$ cat src/logic/via_pkg.sv
/*
  Constants shared by the vectored interrupt arbiter: register offsets, field positions,
  reset values, flag and candidate indices, vector slots and priority encodings.
  Assumes a 16-bit register port with a 4-bit word address.
*/
package via_pkg;

  // ==========================================================================
  // register port
  localparam int ADDR_W = 4;
  localparam int DATA_W = 16;

  localparam logic [3:0] A_EN_LO    = 4'h0;
  localparam logic [3:0] A_EN_HI    = 4'h1;
  localparam logic [3:0] A_PRIO0    = 4'h2;
  localparam logic [3:0] A_PRIO1    = 4'h3;
  localparam logic [3:0] A_PRIO2    = 4'h4;
  localparam logic [3:0] A_PRIO4    = 4'h5;
  localparam logic [3:0] A_PRIO5    = 4'h6;
  localparam logic [3:0] A_SOFT_REQ = 4'h7;
  localparam logic [3:0] A_SOFT_EN  = 4'h8;
  localparam logic [3:0] A_FLAGS    = 4'h9;
  localparam logic [3:0] A_STATUS   = 4'hA;

  // ==========================================================================
  // field layout
  localparam int EN_GLOBAL_BIT = 7;
  localparam int EN_LO_EVENTS  = 5;
  localparam int EN_HI_EVENTS  = 4;
  localparam int LEVEL_W       = 3;
  localparam int LEVEL_LO_LSB  = 0;
  localparam int LEVEL_HI_LSB  = 4;
  localparam int STAT_REQ_BIT  = 15;
  localparam int STAT_LVL_LSB  = 8;

  localparam logic [7:0] EN_LO_RST  = 8'h00;
  localparam logic [3:0] EN_HI_RST  = 4'h0;
  localparam logic [7:0] PRIO_RST   = 8'h00;
  localparam logic [7:0] PRIO_MASK  = 8'h77;
  localparam logic [7:0] SOFT_RST   = 8'h00;
  localparam logic [7:0] SOFT_MASK  = 8'hFE;

  // ==========================================================================
  // pending flags
  localparam int NFLAG     = 17;
  localparam int F_RESET   = 0;
  localparam int F_TRAP1   = 1;
  localparam int F_SWTRAP  = 6;
  localparam int F_EVT0    = 7;
  localparam int NEVT_FLAG = 10;
  localparam int NTRAP     = 5;

  // ==========================================================================
  // arbitration candidates, listed in rank order
  localparam int NCAND    = 23;
  localparam int IDX_W    = 5;
  localparam int PRIO_W   = 5;
  localparam int C_RESET  = 0;
  localparam int C_SWTRAP = 6;
  localparam int C_EVT0   = 7;
  localparam int NEVT     = 9;
  localparam int C_TMR2   = 11;
  localparam int C_SOFT1  = 16;
  localparam int NSOFT    = 7;
  localparam int NHWCLR   = 4;

  localparam logic [4:0] EXC_PRIO      = 5'h10;
  localparam logic [4:0] EVT_PRIO_BASE = 5'h08;

  localparam logic [15:0] VEC_SWTRAP_BASE = 16'h0040;
  localparam logic [15:0] VEC_TABLE [NCAND] = '{
    16'h0000, 16'h0004, 16'h0008, 16'h000C, 16'h0010, 16'h0014, 16'h0040,
    16'h0080, 16'h0084, 16'h0088, 16'h008C, 16'h0090,
    16'h00A0, 16'h00A4, 16'h00A8, 16'h00AC,
    16'h0100, 16'h0104, 16'h0108, 16'h010C, 16'h0110, 16'h0114, 16'h0118
  };

endpackage : via_pkg

$ cat src/logic/via_flag_bank.sv
/*
  Bank of sticky pending flags, one per bit.
  Assumes set and clear are synchronous one-cycle pulses; a set always beats a clear.
*/
`timescale 1ns/1ps
module via_flag_bank #(
  parameter int W = 8
) (
  input  wire logic         clk,
  input  wire logic         rst_n,
  input  wire logic [W-1:0] set_in,
  input  wire logic [W-1:0] clr_in,
  output logic      [W-1:0] flags
);

  logic [W-1:0] next_flags;

  // ==========================================================================
  // per-bit next value
  genvar g;
  generate
    for (g = 0; g < W; g++) begin : g_bit
      always_comb begin
        next_flags[g] = set_in[g] | (flags[g] & ~clr_in[g]);
      end
    end
  endgenerate

  always_ff @(posedge clk or negedge rst_n) begin
    if (!rst_n) begin
      flags <= '0;
    end else begin
      flags <= next_flags;
    end
  end

endmodule : via_flag_bank

$ cat src/logic/via_rank_select.sv
/*
  Combinational winner search over candidates held in rank order.
  Assumes index 0 is the highest rank; priority values compare unsigned.
*/
`timescale 1ns/1ps
module via_rank_select #(
  parameter int N = 8
) (
  input  wire logic [N-1:0]                req,
  input  wire logic [via_pkg::PRIO_W-1:0]  prio [N],
  output logic                             win_valid,
  output logic      [via_pkg::IDX_W-1:0]   win_idx,
  output logic      [via_pkg::PRIO_W-1:0]  win_prio
);

  // ==========================================================================
  // scan upward; only a strictly higher priority displaces the current best,
  // so ties stay with the lowest rank number
  always_comb begin
    win_valid = 1'b0;
    win_idx   = '0;
    win_prio  = '0;
    for (int i = 0; i < N; i++) begin
      if (req[i] && (!win_valid || prio[i] > win_prio)) begin
        win_valid = 1'b1;
        win_idx   = via_pkg::IDX_W'(i);
        win_prio  = prio[i];
      end
    end
  end

endmodule : via_rank_select

$ cat src/logic/via_arbiter.sv
/*
  Vectored interrupt arbiter top: pending flags, enable and priority registers,
  arbitration among exceptions, traps, peripheral events and software interrupts,
  and a registered request/vector toward the core.
  Assumes peripheral and exception inputs are one-cycle synchronous pulses on MCLK,
  and that the core pulses IRQ_ACK for one cycle when it takes the shown request.
*/
`timescale 1ns/1ps
module via_arbiter (
  input  wire logic        MCLK,
  input  wire logic        RST_N,
  input  wire logic [3:0]  REG_ADDR,
  input  wire logic [15:0] REG_WDATA,
  input  wire logic        REG_WR,
  input  wire logic        REG_RD,
  output logic      [15:0] REG_RDATA,
  input  wire logic        RESET_EVENT,
  input  wire logic [4:0]  TRAP_EVENT,
  input  wire logic        SWTRAP_EVENT,
  input  wire logic [3:0]  SWTRAP_NUM,
  input  wire logic [9:0]  EVENT_IN,
  input  wire logic [3:0]  CORE_LEVEL,
  input  wire logic        IRQ_ACK,
  output logic             IRQ_REQ,
  output logic      [15:0] IRQ_VECTOR,
  output logic      [4:0]  IRQ_LEVEL,
  output logic      [4:0]  IRQ_SOURCE
);

  // ==========================================================================
  // software-visible state
  logic [7:0]  irq_enable_low_reg;
  logic [3:0]  irq_enable_high_reg;
  logic [7:0]  priority_reg_0;
  logic [7:0]  priority_reg_1;
  logic [7:0]  priority_reg_2;
  logic [7:0]  priority_reg_4;
  logic [7:0]  priority_reg_5;
  logic [7:0]  soft_request;
  logic [7:0]  soft_allow;
  logic [3:0]  swtrap_num;
  logic [7:0]  next_en_lo;
  logic [3:0]  next_en_hi;
  logic [7:0]  next_p0;
  logic [7:0]  next_p1;
  logic [7:0]  next_p2;
  logic [7:0]  next_p4;
  logic [7:0]  next_p5;
  logic [7:0]  next_soft_req;
  logic [7:0]  next_soft_en;
  logic [3:0]  next_swtrap_num;
  logic [15:0] next_rdata;

  logic [via_pkg::NFLAG-1:0] flags;
  logic [via_pkg::NFLAG-1:0] flag_set;
  logic [via_pkg::NFLAG-1:0] flag_clr;

  logic                      ext_irq0_pending;
  logic                      tmr0_overflow_flag;
  logic                      ext_irq1_pending;
  logic                      tmr1_overflow_flag;
  logic                      tmr2_overflow_flag;
  logic                      tmr2_capture_reload_flag;
  logic                      serial0_rx_flag;
  logic                      serial0_tx_flag;
  logic                      serial1_rx_flag;
  logic                      serial1_tx_flag;

  // ==========================================================================
  // arbitration nets
  logic                       global_irq_allow;
  logic [via_pkg::NEVT-1:0]   evt_flag;
  logic [via_pkg::NEVT-1:0]   evt_allow;
  logic [2:0]                 evt_level [via_pkg::NEVT];
  logic [via_pkg::NCAND-1:0]  cand_req;
  logic [4:0]                 cand_prio [via_pkg::NCAND];
  logic                       win_valid;
  logic [4:0]                 win_idx;
  logic [4:0]                 win_prio;
  logic [15:0]                win_vector;
  logic                       next_irq_req;

  // ==========================================================================
  // register writes
  always_comb begin
    next_en_lo      = irq_enable_low_reg;
    next_en_hi      = irq_enable_high_reg;
    next_p0         = priority_reg_0;
    next_p1         = priority_reg_1;
    next_p2         = priority_reg_2;
    next_p4         = priority_reg_4;
    next_p5         = priority_reg_5;
    next_soft_req   = soft_request;
    next_soft_en    = soft_allow;
    next_swtrap_num = swtrap_num;
    if (REG_WR) begin
      unique case (REG_ADDR)
        via_pkg::A_EN_LO:    next_en_lo    = REG_WDATA[7:0] & 8'h9F;
        via_pkg::A_EN_HI:    next_en_hi    = REG_WDATA[3:0];
        via_pkg::A_PRIO0:    next_p0       = REG_WDATA[7:0] & via_pkg::PRIO_MASK;
        via_pkg::A_PRIO1:    next_p1       = REG_WDATA[7:0] & via_pkg::PRIO_MASK;
        via_pkg::A_PRIO2:    next_p2       = REG_WDATA[7:0] & 8'h07;
        via_pkg::A_PRIO4:    next_p4       = REG_WDATA[7:0] & via_pkg::PRIO_MASK;
        via_pkg::A_PRIO5:    next_p5       = REG_WDATA[7:0] & via_pkg::PRIO_MASK;
        via_pkg::A_SOFT_REQ: next_soft_req = REG_WDATA[7:0] & via_pkg::SOFT_MASK;
        via_pkg::A_SOFT_EN:  next_soft_en  = REG_WDATA[7:0] & via_pkg::SOFT_MASK;
        default: ;
      endcase
    end
    // newest trap number wins if two trap instructions land before service
    if (SWTRAP_EVENT) begin
      next_swtrap_num = SWTRAP_NUM;
    end
  end

  // ==========================================================================
  // register reads, answered one cycle after the strobe
  always_comb begin
    next_rdata = 16'h0000;
    if (REG_RD) begin
      unique case (REG_ADDR)
        via_pkg::A_EN_LO:    next_rdata = {8'h00, irq_enable_low_reg};
        via_pkg::A_EN_HI:    next_rdata = {12'h000, irq_enable_high_reg};
        via_pkg::A_PRIO0:    next_rdata = {8'h00, priority_reg_0};
        via_pkg::A_PRIO1:    next_rdata = {8'h00, priority_reg_1};
        via_pkg::A_PRIO2:    next_rdata = {8'h00, priority_reg_2};
        via_pkg::A_PRIO4:    next_rdata = {8'h00, priority_reg_4};
        via_pkg::A_PRIO5:    next_rdata = {8'h00, priority_reg_5};
        via_pkg::A_SOFT_REQ: next_rdata = {8'h00, soft_request};
        via_pkg::A_SOFT_EN:  next_rdata = {8'h00, soft_allow};
        via_pkg::A_FLAGS:    next_rdata = {6'h00, flags[via_pkg::NFLAG-1:via_pkg::F_EVT0]};
        via_pkg::A_STATUS:   next_rdata = {IRQ_REQ, 2'b00, IRQ_LEVEL, 3'b000, IRQ_SOURCE};
        default:             next_rdata = 16'h0000;
      endcase
    end
  end

  always_ff @(posedge MCLK or negedge RST_N) begin
    if (!RST_N) begin
      irq_enable_low_reg  <= via_pkg::EN_LO_RST;
      irq_enable_high_reg <= via_pkg::EN_HI_RST;
      priority_reg_0      <= via_pkg::PRIO_RST;
      priority_reg_1      <= via_pkg::PRIO_RST;
      priority_reg_2      <= via_pkg::PRIO_RST;
      priority_reg_4      <= via_pkg::PRIO_RST;
      priority_reg_5      <= via_pkg::PRIO_RST;
      soft_request        <= via_pkg::SOFT_RST;
      soft_allow          <= via_pkg::SOFT_RST;
      swtrap_num          <= 4'h0;
      REG_RDATA           <= 16'h0000;
    end else begin
      irq_enable_low_reg  <= next_en_lo;
      irq_enable_high_reg <= next_en_hi;
      priority_reg_0      <= next_p0;
      priority_reg_1      <= next_p1;
      priority_reg_2      <= next_p2;
      priority_reg_4      <= next_p4;
      priority_reg_5      <= next_p5;
      soft_request        <= next_soft_req;
      soft_allow          <= next_soft_en;
      swtrap_num          <= next_swtrap_num;
      REG_RDATA           <= next_rdata;
    end
  end

  // ==========================================================================
  // pending flags: hardware sets, acknowledge or software write-one clears
  always_comb begin
    flag_set = {EVENT_IN, SWTRAP_EVENT, TRAP_EVENT, RESET_EVENT};
    flag_clr = '0;
    if (REG_WR && REG_ADDR == via_pkg::A_FLAGS) begin
      flag_clr[via_pkg::NFLAG-1:via_pkg::F_EVT0] = REG_WDATA[via_pkg::NEVT_FLAG-1:0];
    end
    // exceptions and the simple events self-clear when taken; timer 2 carries two
    // causes in one slot, and it and the serial flags are left for software to clear
    if (IRQ_ACK && IRQ_REQ && IRQ_SOURCE < 5'(via_pkg::C_TMR2)) begin
      flag_clr[IRQ_SOURCE] = 1'b1;
    end
  end

  via_flag_bank #(
    .W (via_pkg::NFLAG)
  ) u_flags (
    .clk    (MCLK),
    .rst_n  (RST_N),
    .set_in (flag_set),
    .clr_in (flag_clr),
    .flags  (flags)
  );

  // ==========================================================================
  // candidate requests and priorities, indexed in rank order
  always_comb begin
    global_irq_allow = irq_enable_low_reg[via_pkg::EN_GLOBAL_BIT];
    evt_allow = {irq_enable_high_reg, irq_enable_low_reg[via_pkg::EN_LO_EVENTS-1:0]};
    // timer 2 has two causes sharing one slot; the ack leaves both set, so
    // software clears them, and whichever is still set keeps the slot asking
    ext_irq0_pending         = flags[via_pkg::F_EVT0];
    tmr0_overflow_flag       = flags[via_pkg::F_EVT0 + 1];
    ext_irq1_pending         = flags[via_pkg::F_EVT0 + 2];
    tmr1_overflow_flag       = flags[via_pkg::F_EVT0 + 3];
    tmr2_overflow_flag       = flags[via_pkg::F_EVT0 + 4];
    tmr2_capture_reload_flag = flags[via_pkg::F_EVT0 + 5];
    serial0_rx_flag          = flags[via_pkg::F_EVT0 + 6];
    serial0_tx_flag          = flags[via_pkg::F_EVT0 + 7];
    serial1_rx_flag          = flags[via_pkg::F_EVT0 + 8];
    serial1_tx_flag          = flags[via_pkg::F_EVT0 + 9];
    evt_flag = {serial1_tx_flag, serial1_rx_flag,
                serial0_tx_flag, serial0_rx_flag,
                tmr2_overflow_flag | tmr2_capture_reload_flag,
                tmr1_overflow_flag, ext_irq1_pending,
                tmr0_overflow_flag, ext_irq0_pending};

    evt_level[0] = priority_reg_0[2:0];
    evt_level[1] = priority_reg_0[6:4];
    evt_level[2] = priority_reg_1[2:0];
    evt_level[3] = priority_reg_1[6:4];
    evt_level[4] = priority_reg_2[2:0];
    evt_level[5] = priority_reg_4[2:0];
    evt_level[6] = priority_reg_4[6:4];
    evt_level[7] = priority_reg_5[2:0];
    evt_level[8] = priority_reg_5[6:4];

    // exceptions and traps outrank every maskable source and ignore the core level
    for (int i = 0; i < via_pkg::C_EVT0; i++) begin
      cand_req[i]  = flags[i];
      cand_prio[i] = via_pkg::EXC_PRIO;
    end
    // a source asks only while its priority is strictly above the core level
    for (int e = 0; e < via_pkg::NEVT; e++) begin
      cand_prio[via_pkg::C_EVT0 + e] =
        (evt_level[e] == 3'h0) ? 5'h00 : via_pkg::EVT_PRIO_BASE + {2'b00, evt_level[e]};
      cand_req[via_pkg::C_EVT0 + e] = evt_flag[e] & evt_allow[e] & global_irq_allow
        & (evt_level[e] != 3'h0)
        & (cand_prio[via_pkg::C_EVT0 + e] > {1'b0, CORE_LEVEL});
    end
    // soft interrupts ignore the global allow; their own allow and the core level gate them
    for (int s = 0; s < via_pkg::NSOFT; s++) begin
      cand_prio[via_pkg::C_SOFT1 + s] = 5'(s + 1);
      cand_req[via_pkg::C_SOFT1 + s]  = soft_request[s + 1] & soft_allow[s + 1]
        & (cand_prio[via_pkg::C_SOFT1 + s] > {1'b0, CORE_LEVEL});
    end
  end

  via_rank_select #(
    .N (via_pkg::NCAND)
  ) u_select (
    .req       (cand_req),
    .prio      (cand_prio),
    .win_valid (win_valid),
    .win_idx   (win_idx),
    .win_prio  (win_prio)
  );

  // ==========================================================================
  // vector lookup and registered request toward the core
  always_comb begin
    if (win_idx == 5'(via_pkg::C_SWTRAP)) begin
      win_vector = via_pkg::VEC_SWTRAP_BASE + {10'h000, swtrap_num, 2'b00};
    end else begin
      win_vector = via_pkg::VEC_TABLE[win_idx];
    end
    // drop the request for one cycle after an acknowledge so a stale winner,
    // whose flag is clearing on this edge, is never offered twice
    next_irq_req = win_valid & ~IRQ_ACK;
  end

  always_ff @(posedge MCLK or negedge RST_N) begin
    if (!RST_N) begin
      IRQ_REQ    <= 1'b0;
      IRQ_VECTOR <= 16'h0000;
      IRQ_LEVEL  <= 5'h00;
      IRQ_SOURCE <= 5'h00;
    end else begin
      IRQ_REQ    <= next_irq_req;
      IRQ_VECTOR <= win_vector;
      IRQ_LEVEL  <= win_prio;
      IRQ_SOURCE <= win_idx;
    end
  end

endmodule : via_arbiter

$ cat config.mk
export PLATFORM = sky130hd
export DESIGN_NAME = via_arbiter
export DESIGN_NICKNAME = d
export VERILOG_FILES = /design/src/logic/via_pkg.sv /design/src/logic/via_flag_bank.sv /design/src/logic/via_rank_select.sv /design/src/logic/via_arbiter.sv
export SDC_FILE = /design/constraint.sdc
export NUM_CORES = 1
export LEC_CHECK = 0
export BUFFER_PORTS_ARGS = -buffer_cell sky130_fd_sc_hd__buf_2
export CAP_MARGIN = 20
export CORE_ASPECT_RATIO = 1.2
export CORE_MARGIN = 10
export CORE_UTILIZATION = 32
export CTS_CLUSTER_DIAMETER = 60
export DETAILED_ROUTE_END_ITERATION = 8
export MAX_ROUTING_LAYER = met4
export SYNTH_ARGS = -nofsm -noshare
export SYNTH_HDL_FRONTEND = slang
export SYNTH_SLANG_ARGS = --single-unit
$ cat constraint.sdc
create_clock -name MCLK -period 34.6 [get_ports MCLK]
set_clock_uncertainty 0.15 [all_clocks]
set_input_delay 3.46 -clock MCLK [delete_from_list [all_inputs] [get_ports MCLK]]
set_output_delay 3.46 -clock MCLK [all_outputs]
set_load 0.01 [all_outputs]
Word level (Yosys, flattened, before mapping)
Memories as Yosys holds them, arrays and structs flattened.
Index checks and enable logic that the tools add are counted.
{"block": "op_classes", "n_addsub": 10, "order_cmp": 42, "eq_ne": 11, "muxes": 86, "n_bitwise": 106, "reduce_logical": 98}
{"operator": "5-bit 2-to-1 mux", "n": 39}
{"operator": "16-bit case mux with 11 select lines", "n": 1}
{"operator": "1-bit bitwise AND", "n": 68}
{"operator": "16-bit 2-to-1 mux", "n": 4}
{"operator": "4-bit by 3-bit adder with 5-bit output, first input constant", "n": 9}
{"operator": "5-bit by 4-bit greater-than comparator with 1-bit output", "n": 9}
{"operator": "5-bit greater-than comparator", "n": 9}
{"operator": "4-bit 2-to-1 mux", "n": 8}
{"operator": "5-bit greater-than comparator, first input constant", "n": 6}
{"operator": "3-bit logical NOT", "n": 9}
{"operator": "3-bit nonzero test", "n": 9}
{"operator": "1-bit logical AND", "n": 26}
{"operator": "1-bit 2-to-1 mux", "n": 25}
{"operator": "1-bit logical NOT", "n": 22}
{"operator": "1-bit logical OR", "n": 22}
{"operator": "3-bit by 5-bit greater-than comparator with 1-bit output, first input constant", "n": 4}
{"operator": "1-bit NOT", "n": 18}
{"operator": "1-bit OR", "n": 18}
{"operator": "2-bit AND reduction", "n": 9}
{"operator": "17-bit 2-to-1 mux", "n": 1}
{"operator": "17-bit OR", "n": 1}
{"operator": "4-bit by 3-bit == test with 1-bit output, second input constant", "n": 4}
{"operator": "3-bit by 4-bit greater-than comparator with 1-bit output, first input constant", "n": 4}
{"operator": "4-bit == test, second input constant", "n": 3}
{"operator": "other kinds (18)", "n": 25}
{"block": "word_totals", "register_bits": 115, "rom_bits": 512, "mem_count": 1}
{"name": "(no name shown)", "words": 32, "word_bits": 16, "rd": 1, "rd_clocked_by_memory_dff": 0, "wr": 0, "line": "via_arbiter.sv:261", "rtl": "win_vector = via_pkg::VEC_TABLE[win_idx];"}

Longest topological paths before layout
{"block": "logic_depth", "ltp_word": 94, "mapped_depth": 79, "depth_no_buf": 79}

Modules after synthesis
A second synthesis with hierarchy kept.
{"block": "hier_totals", "hier_cells": 1439, "area_unflattened_um2": 11776.3}
{"mod": "via_rank_select", "instances": 1, "cells_each": 866, "area_per_inst_um2": 5889.4, "seq_area_each_um2": 0.0}
{"mod": "via_arbiter", "instances": 1, "cells_each": 522, "area_per_inst_um2": 5270.1, "seq_area_each_um2": 2177.1}
{"mod": "via_flag_bank", "instances": 1, "cells_each": 51, "area_per_inst_um2": 616.8, "seq_area_each_um2": 425.4}

Least setup slack after synthesis
OpenSTA, ideal clock, no wires.
{"block": "synth_timing", "kind": "input-to-reg", "startpoint": "input port CORE_LEVEL[3]", "endpoint": "register IRQ_VECTOR[4]", "arrival_time_ps": 16683, "t_required_ps": 34311, "path_slack_ps": 17628, "path_stages": 72, "n_path_buf": 0, "cell_sequence": "inv_1 -> ha_1 -> nand3_1 -> nor2_1 -> o311ai_1 -> nor2_1 -> nand2_1 -> ha_1 -> nor2b_1 -> o211a_1 -> o21ai_0 -> o211a_1 -> a21o_1 -> nand2_1 -> ha_1 -> nor2b_1 -> o211ai_1 -> a21oi_1 -> (+36 left out) -> o21a_1 -> o21ai_0 -> a21oi_1 -> a31oi_1 -> nor2_2 -> o31a_1 -> ha_1 -> nor2b_1 -> o21a_1 -> o21a_1 -> o2111ai_1 -> o21ai_1 -> o32ai_1 -> ha_1 -> nand2_1 -> or4_1 -> nor2_1 -> a41oi_1"}
{"block": "synth_via", "elab_chain_cells": 69, "word_cells_on_any_way": 145, "cone_classes": "31 x order compare; 1 x eq/ne; 49 x mux; 17 x bitwise; 46 x reduce/logical; 1 x memory"}
{"element": "start: declaration", "line": "via_arbiter.sv:22", "rtl": "input wire logic [3:0] CORE_LEVEL,"}
{"element": "5-bit by 4-bit greater-than comparator with 1-bit output", "line": "via_arbiter.sv:235", "rtl": "& (cand_prio[via_pkg::C_EVT0 + e] > {1'b0, CORE_LEVEL});"}
{"element": "1-bit bitwise AND", "line": "via_arbiter.sv:235"}
{"element": "1-bit logical AND", "line": "via_rank_select.sv:24", "rtl": "if (req[i] && (!win_valid || prio[i] > win_prio)) begin"}
{"element": "5-bit 2-to-1 mux or 1-bit 2-to-1 mux (tied branches)", "line": "via_rank_select.sv:24"}
{"element": "5-bit greater-than comparator or 1-bit logical NOT (tied branches)", "line": "via_rank_select.sv:24"}
{"element": "1-bit logical OR", "line": "via_rank_select.sv:24"}
{"element": "1-bit logical AND", "line": "via_rank_select.sv:24"}
{"element": "5-bit 2-to-1 mux or 1-bit 2-to-1 mux (tied branches)", "line": "via_rank_select.sv:24"}
{"element": "(+53 left out)"}
{"element": "1-bit logical OR", "line": "via_rank_select.sv:24"}
{"element": "1-bit logical AND", "line": "via_rank_select.sv:24"}
{"element": "5-bit 2-to-1 mux *", "line": "via_rank_select.sv:24"}
{"element": "5-bit NOT with 6-bit output (implied by the code)", "line": "via_arbiter.sv:261"}
{"element": "memory 32 x 16 bit"}
{"element": "16-bit 2-to-1 mux (implied by the code) (2 in a row)", "line": "via_arbiter.sv:261"}
{"element": "16-bit 2-to-1 mux *", "line": "via_arbiter.sv:258", "rtl": "if (win_idx == 5'(via_pkg::C_SWTRAP)) begin"}
{"element": "named net win_vector[4]", "line": "via_arbiter.sv:80", "rtl": "logic [15:0] win_vector;"}
{"element": "end signal: assignment", "line": "via_arbiter.sv:276", "rtl": "IRQ_VECTOR <= win_vector;"}
{"element": "end: declaration", "line": "via_arbiter.sv:25", "rtl": "output logic [15:0] IRQ_VECTOR,"}
The timed path passes the listed nets; every way through them passes the cells marked *. The select of a mux whose other input is x is not followed.
A chain may end at the register's enable or synchronous reset.

Final worst setup path
{"block": "layout_timing", "startpoint": "input port CORE_LEVEL[2]", "endpoint": "register IRQ_VECTOR[4]"}
Same word-level chain as after synthesis.

==> impl_metrics.tcl <==
set metrics [dict create \
    reg_top3 "u_flags.flags (17), REG_RDATA (14)" \
    slowest_stage "o311ai_1" \
    tightestPinTransition_ns 1.08 \
    rsz0062_at_grt "false" \
    synth-seq-cells 104 \
    hpwl_um 20000 \
    switching_power_uw 140 \
    power.share.sequential 0.430 \
    syn_avg_cell_area_um2 9.41 \
    max_slew_margin 0.270 \
    setup_tns_ns 0 \
    post-route-drc-count 0 \
    die_h_um 190 \
    drtIter0Drc 476 \
    yosys-top-cells-area "dfrtp_1 (34%), ha_1 (12%), mux2_2 (7.9%)" \
    timing.hold.ws_ns 0.321 \
    cts-root-buf "clkbuf_16" \
    core_area_um2 23800 \
    internal_power_uw 243 \
    clock_path_buffers 2 \
    netlist.area_leader.share 0.338 \
    numCtsBuffers 9 \
    yosysWarnings 0 \
    h-tree-depth 3 \
    rr_worst_depth 73 \
    insertion_delay_ns 0.36 \
    fill_cells 2482 \
    seqCellArea_um2 2600 \
    grtUsageTotal 0.169 \
    p_total_uw 382 \
    fmax_ghz 0.0514 \
    period_needed_ns 19.46 \
    finalSetupViolCount 0 \
    synth_common_cells "dfrtp_1 (104), ha_1 (71), nand2_1 (62)" \
    endpoint "IRQ_VECTOR[4]$_DFF_PN0_" \
    die_w_um 162 \
    largest_reg_flops 17 \
    syn-cell-area_um2 7710 \
    startpoint "CORE_LEVEL[2]" \
    cts_resized 0 \
    cts_tree "done" \
    grt_max_degree 68 \
    grt_pass1_wl_um 39500 \
    vias 6875 \
    critPathLaunchType "primary input" \
    max_stage_delay_ns 0.88 \
    p_comb_frac 0.295 \
    path_common_cell "o21a_1" \
    cp.arrival_ns 19.53 \
    end_kind "flop" \
    antenna_found_initial 0 \
    portBuffers 75 \
    post-cts-setup-buffers 0 \
    area_delta_synth_final_pct 11.4 \
    path_clk_slew_ns 0.07 \
    grt_overflow_total 0 \
    slew_violations 0 \
    synth_edf_count 0 \
    antennaDiodeCount 0 \
    rows 62 \
    min_path_type "reg2reg" \
    period_share 0.562 \
    gp_congestion 0.971 \
    synth-main-ff-cell "dfrtp_1" \
    viasPerCell 5.76 \
    ys_types 89 \
    clock_sinks 104 \
    multi_input_area_um2 4760 \
    netlist_instances 819 \
    r2r-end "IRQ_VECTOR[4]$_DFF_PN0_" \
    holdBufCountCts 0 \
    outcome "complete, no violations" \
    grt_pass1_vias 6895 \
    reg2reg_slack_ns 17.94 \
    post-route-cell-area_um2 8590 \
    ios 93 \
    wl_per_cell_um 21.2 \
    leakagePower_nw 3.69 \
    regMostFlops "u_flags.flags" \
    first_pass_iters 5 \
    power_density_nw_per_um2 44.5 \
    antenna_left 0 \
    ys_seq_area_frac 0.338 \
    place_area_um2 8290 \
    cap_violations 0 \
    synth_area_leader_cell "dfrtp_1" \
    die_area_um2 30700 \
    hold_viol 0 \
    p_clk_frac 0.275 \
    crit_required_ns 34.67 \
    finish.utilization 0.361 \
    yosysMostFrequentCell "dfrtp_1" \
    initial_core_util 0.324 \
    netSwitchingFraction 0.365 \
    crit-reg2reg-launch "priority_reg_0[2]$_DFFE_PN0P_" \
    ir_worst_vdd_uv 31.1 \
    crit_path_max_fanout 9 \
    layout.nets 989 \
    async_flop_share 1.00 \
    wl_um 25300 \
    drive_gt1_frac 0.216 \
    critical_path_class "in2reg" \
]
## cells by family (layout without fill, tap and decap cells)
| kind of cell | Yosys count | in the layout | synth area share |
|---|---|---|---|
| flops | 104 | 104 | 0.338 |
| simple gates | 271 | 271 | 0.193 |
| fa+ha+maj | 71 | 71 | 0.115 |
| other cells | 1 | 11 | 0.000487 |
| mux | 62 | 62 | 0.0925 |
| compound gates | 227 | 227 | 0.212 |
| buf+inv | 83 | 127 | 0.0494 |
## metal layers
layer  share of wire  up-vias  wire length (um)  track usage
met2            0.52      266             13100        0.295
met1            0.39     3381              9960        0.190
met5               0        -                 0            -
li1                -     3180                 -            -
met3           0.048       48              1210       0.0197
met4           0.041        0              1030       0.0795
## critical path: cells and delay by family
| kind | cells | cell delay, ns |
|---|---|---|
| simple gates | 22 | 3.39 |
| compound gates | 39 | 9.08 |
| mux | 1 | 0.25 |
| fa+ha+maj | 10 | 2.86 |
| buf+inv | 2 | 0.47 |
## placed cells by master, fill, tap and decap left out, drive strengths merged, types with 10 or more instances in the layout
| master | n |
|---|---|
| nor2b | 21 |
| and2 | 13 |
| a21oi | 49 |
| or3 | 11 |
| a21o | 25 |
| nor3 | 16 |
| inv | 37 |
| nor2 | 46 |
| o21ai | 32 |
| nand4 | 25 |
| dfrtp | 104 |
| conb | 11 |
| o21a | 18 |
| mux2 | 54 |
| nand3 | 33 |
| a22oi | 10 |
| o211ai | 16 |
| buf | 77 |
| ha | 71 |
| and3 | 14 |
| nand2 | 62 |
## through the flow
stage	setup WS (ns)	instances
4_1_cts	15.35	1193
6_report	15.14	1193
5_1_grt	13.85	1193
3_3_place_gp	15.22	1177
3_5_place_dp	14.99	1177
2_1_floorplan	17.63	829
## layout make-up
| cell class | instances | share of cell area |
|---|---|---|
| clock buffers | 9 | 0.0262 |
| inverters | 34 | 0.0149 |
| repair buffers | 77 | 0.0458 |
| flip-flops and latches | 104 | 0.303 |
| multi-input cells | 642 | 0.555 |
| clock inverters | 7 | 0.00889 |
| well taps | 320 | 0.0466 |
## power by group through the flow
stage	sequential, mW	combinational (mW)	clock, mW
after CTS	0.164	0.113	0.108
after detailed placement	0.166	0.112	0
final	0.164	0.113	0.105
after global placement	0.166	0.109	0
after global routing	0.166	0.127	0.113
after floorplan	0.151	0.0878	0
## worst min-delay path by stage
stage / start / endpoint / slack [ns] / cells after the start
floorplan: u_flags.flags[10]$_DFF_PN0_ / u_flags.flags[10]$_DFF_PN0_ / 0.31 / 1
finish: IRQ_LEVEL[4]$_DFF_PN0_ / REG_RDATA[12]$_DFF_PN0_ / 0.32 / 1
global placement: IRQ_LEVEL[4]$_DFF_PN0_ / REG_RDATA[12]$_DFF_PN0_ / 0.31 / 1
detailed placement: IRQ_LEVEL[4]$_DFF_PN0_ / REG_RDATA[12]$_DFF_PN0_ / 0.31 / 1
global route: IRQ_LEVEL[4]$_DFF_PN0_ / REG_RDATA[12]$_DFF_PN0_ / 0.36 / 1
CTS: IRQ_LEVEL[4]$_DFF_PN0_ / REG_RDATA[12]$_DFF_PN0_ / 0.33 / 1
(Power assumes the default switching activity.)
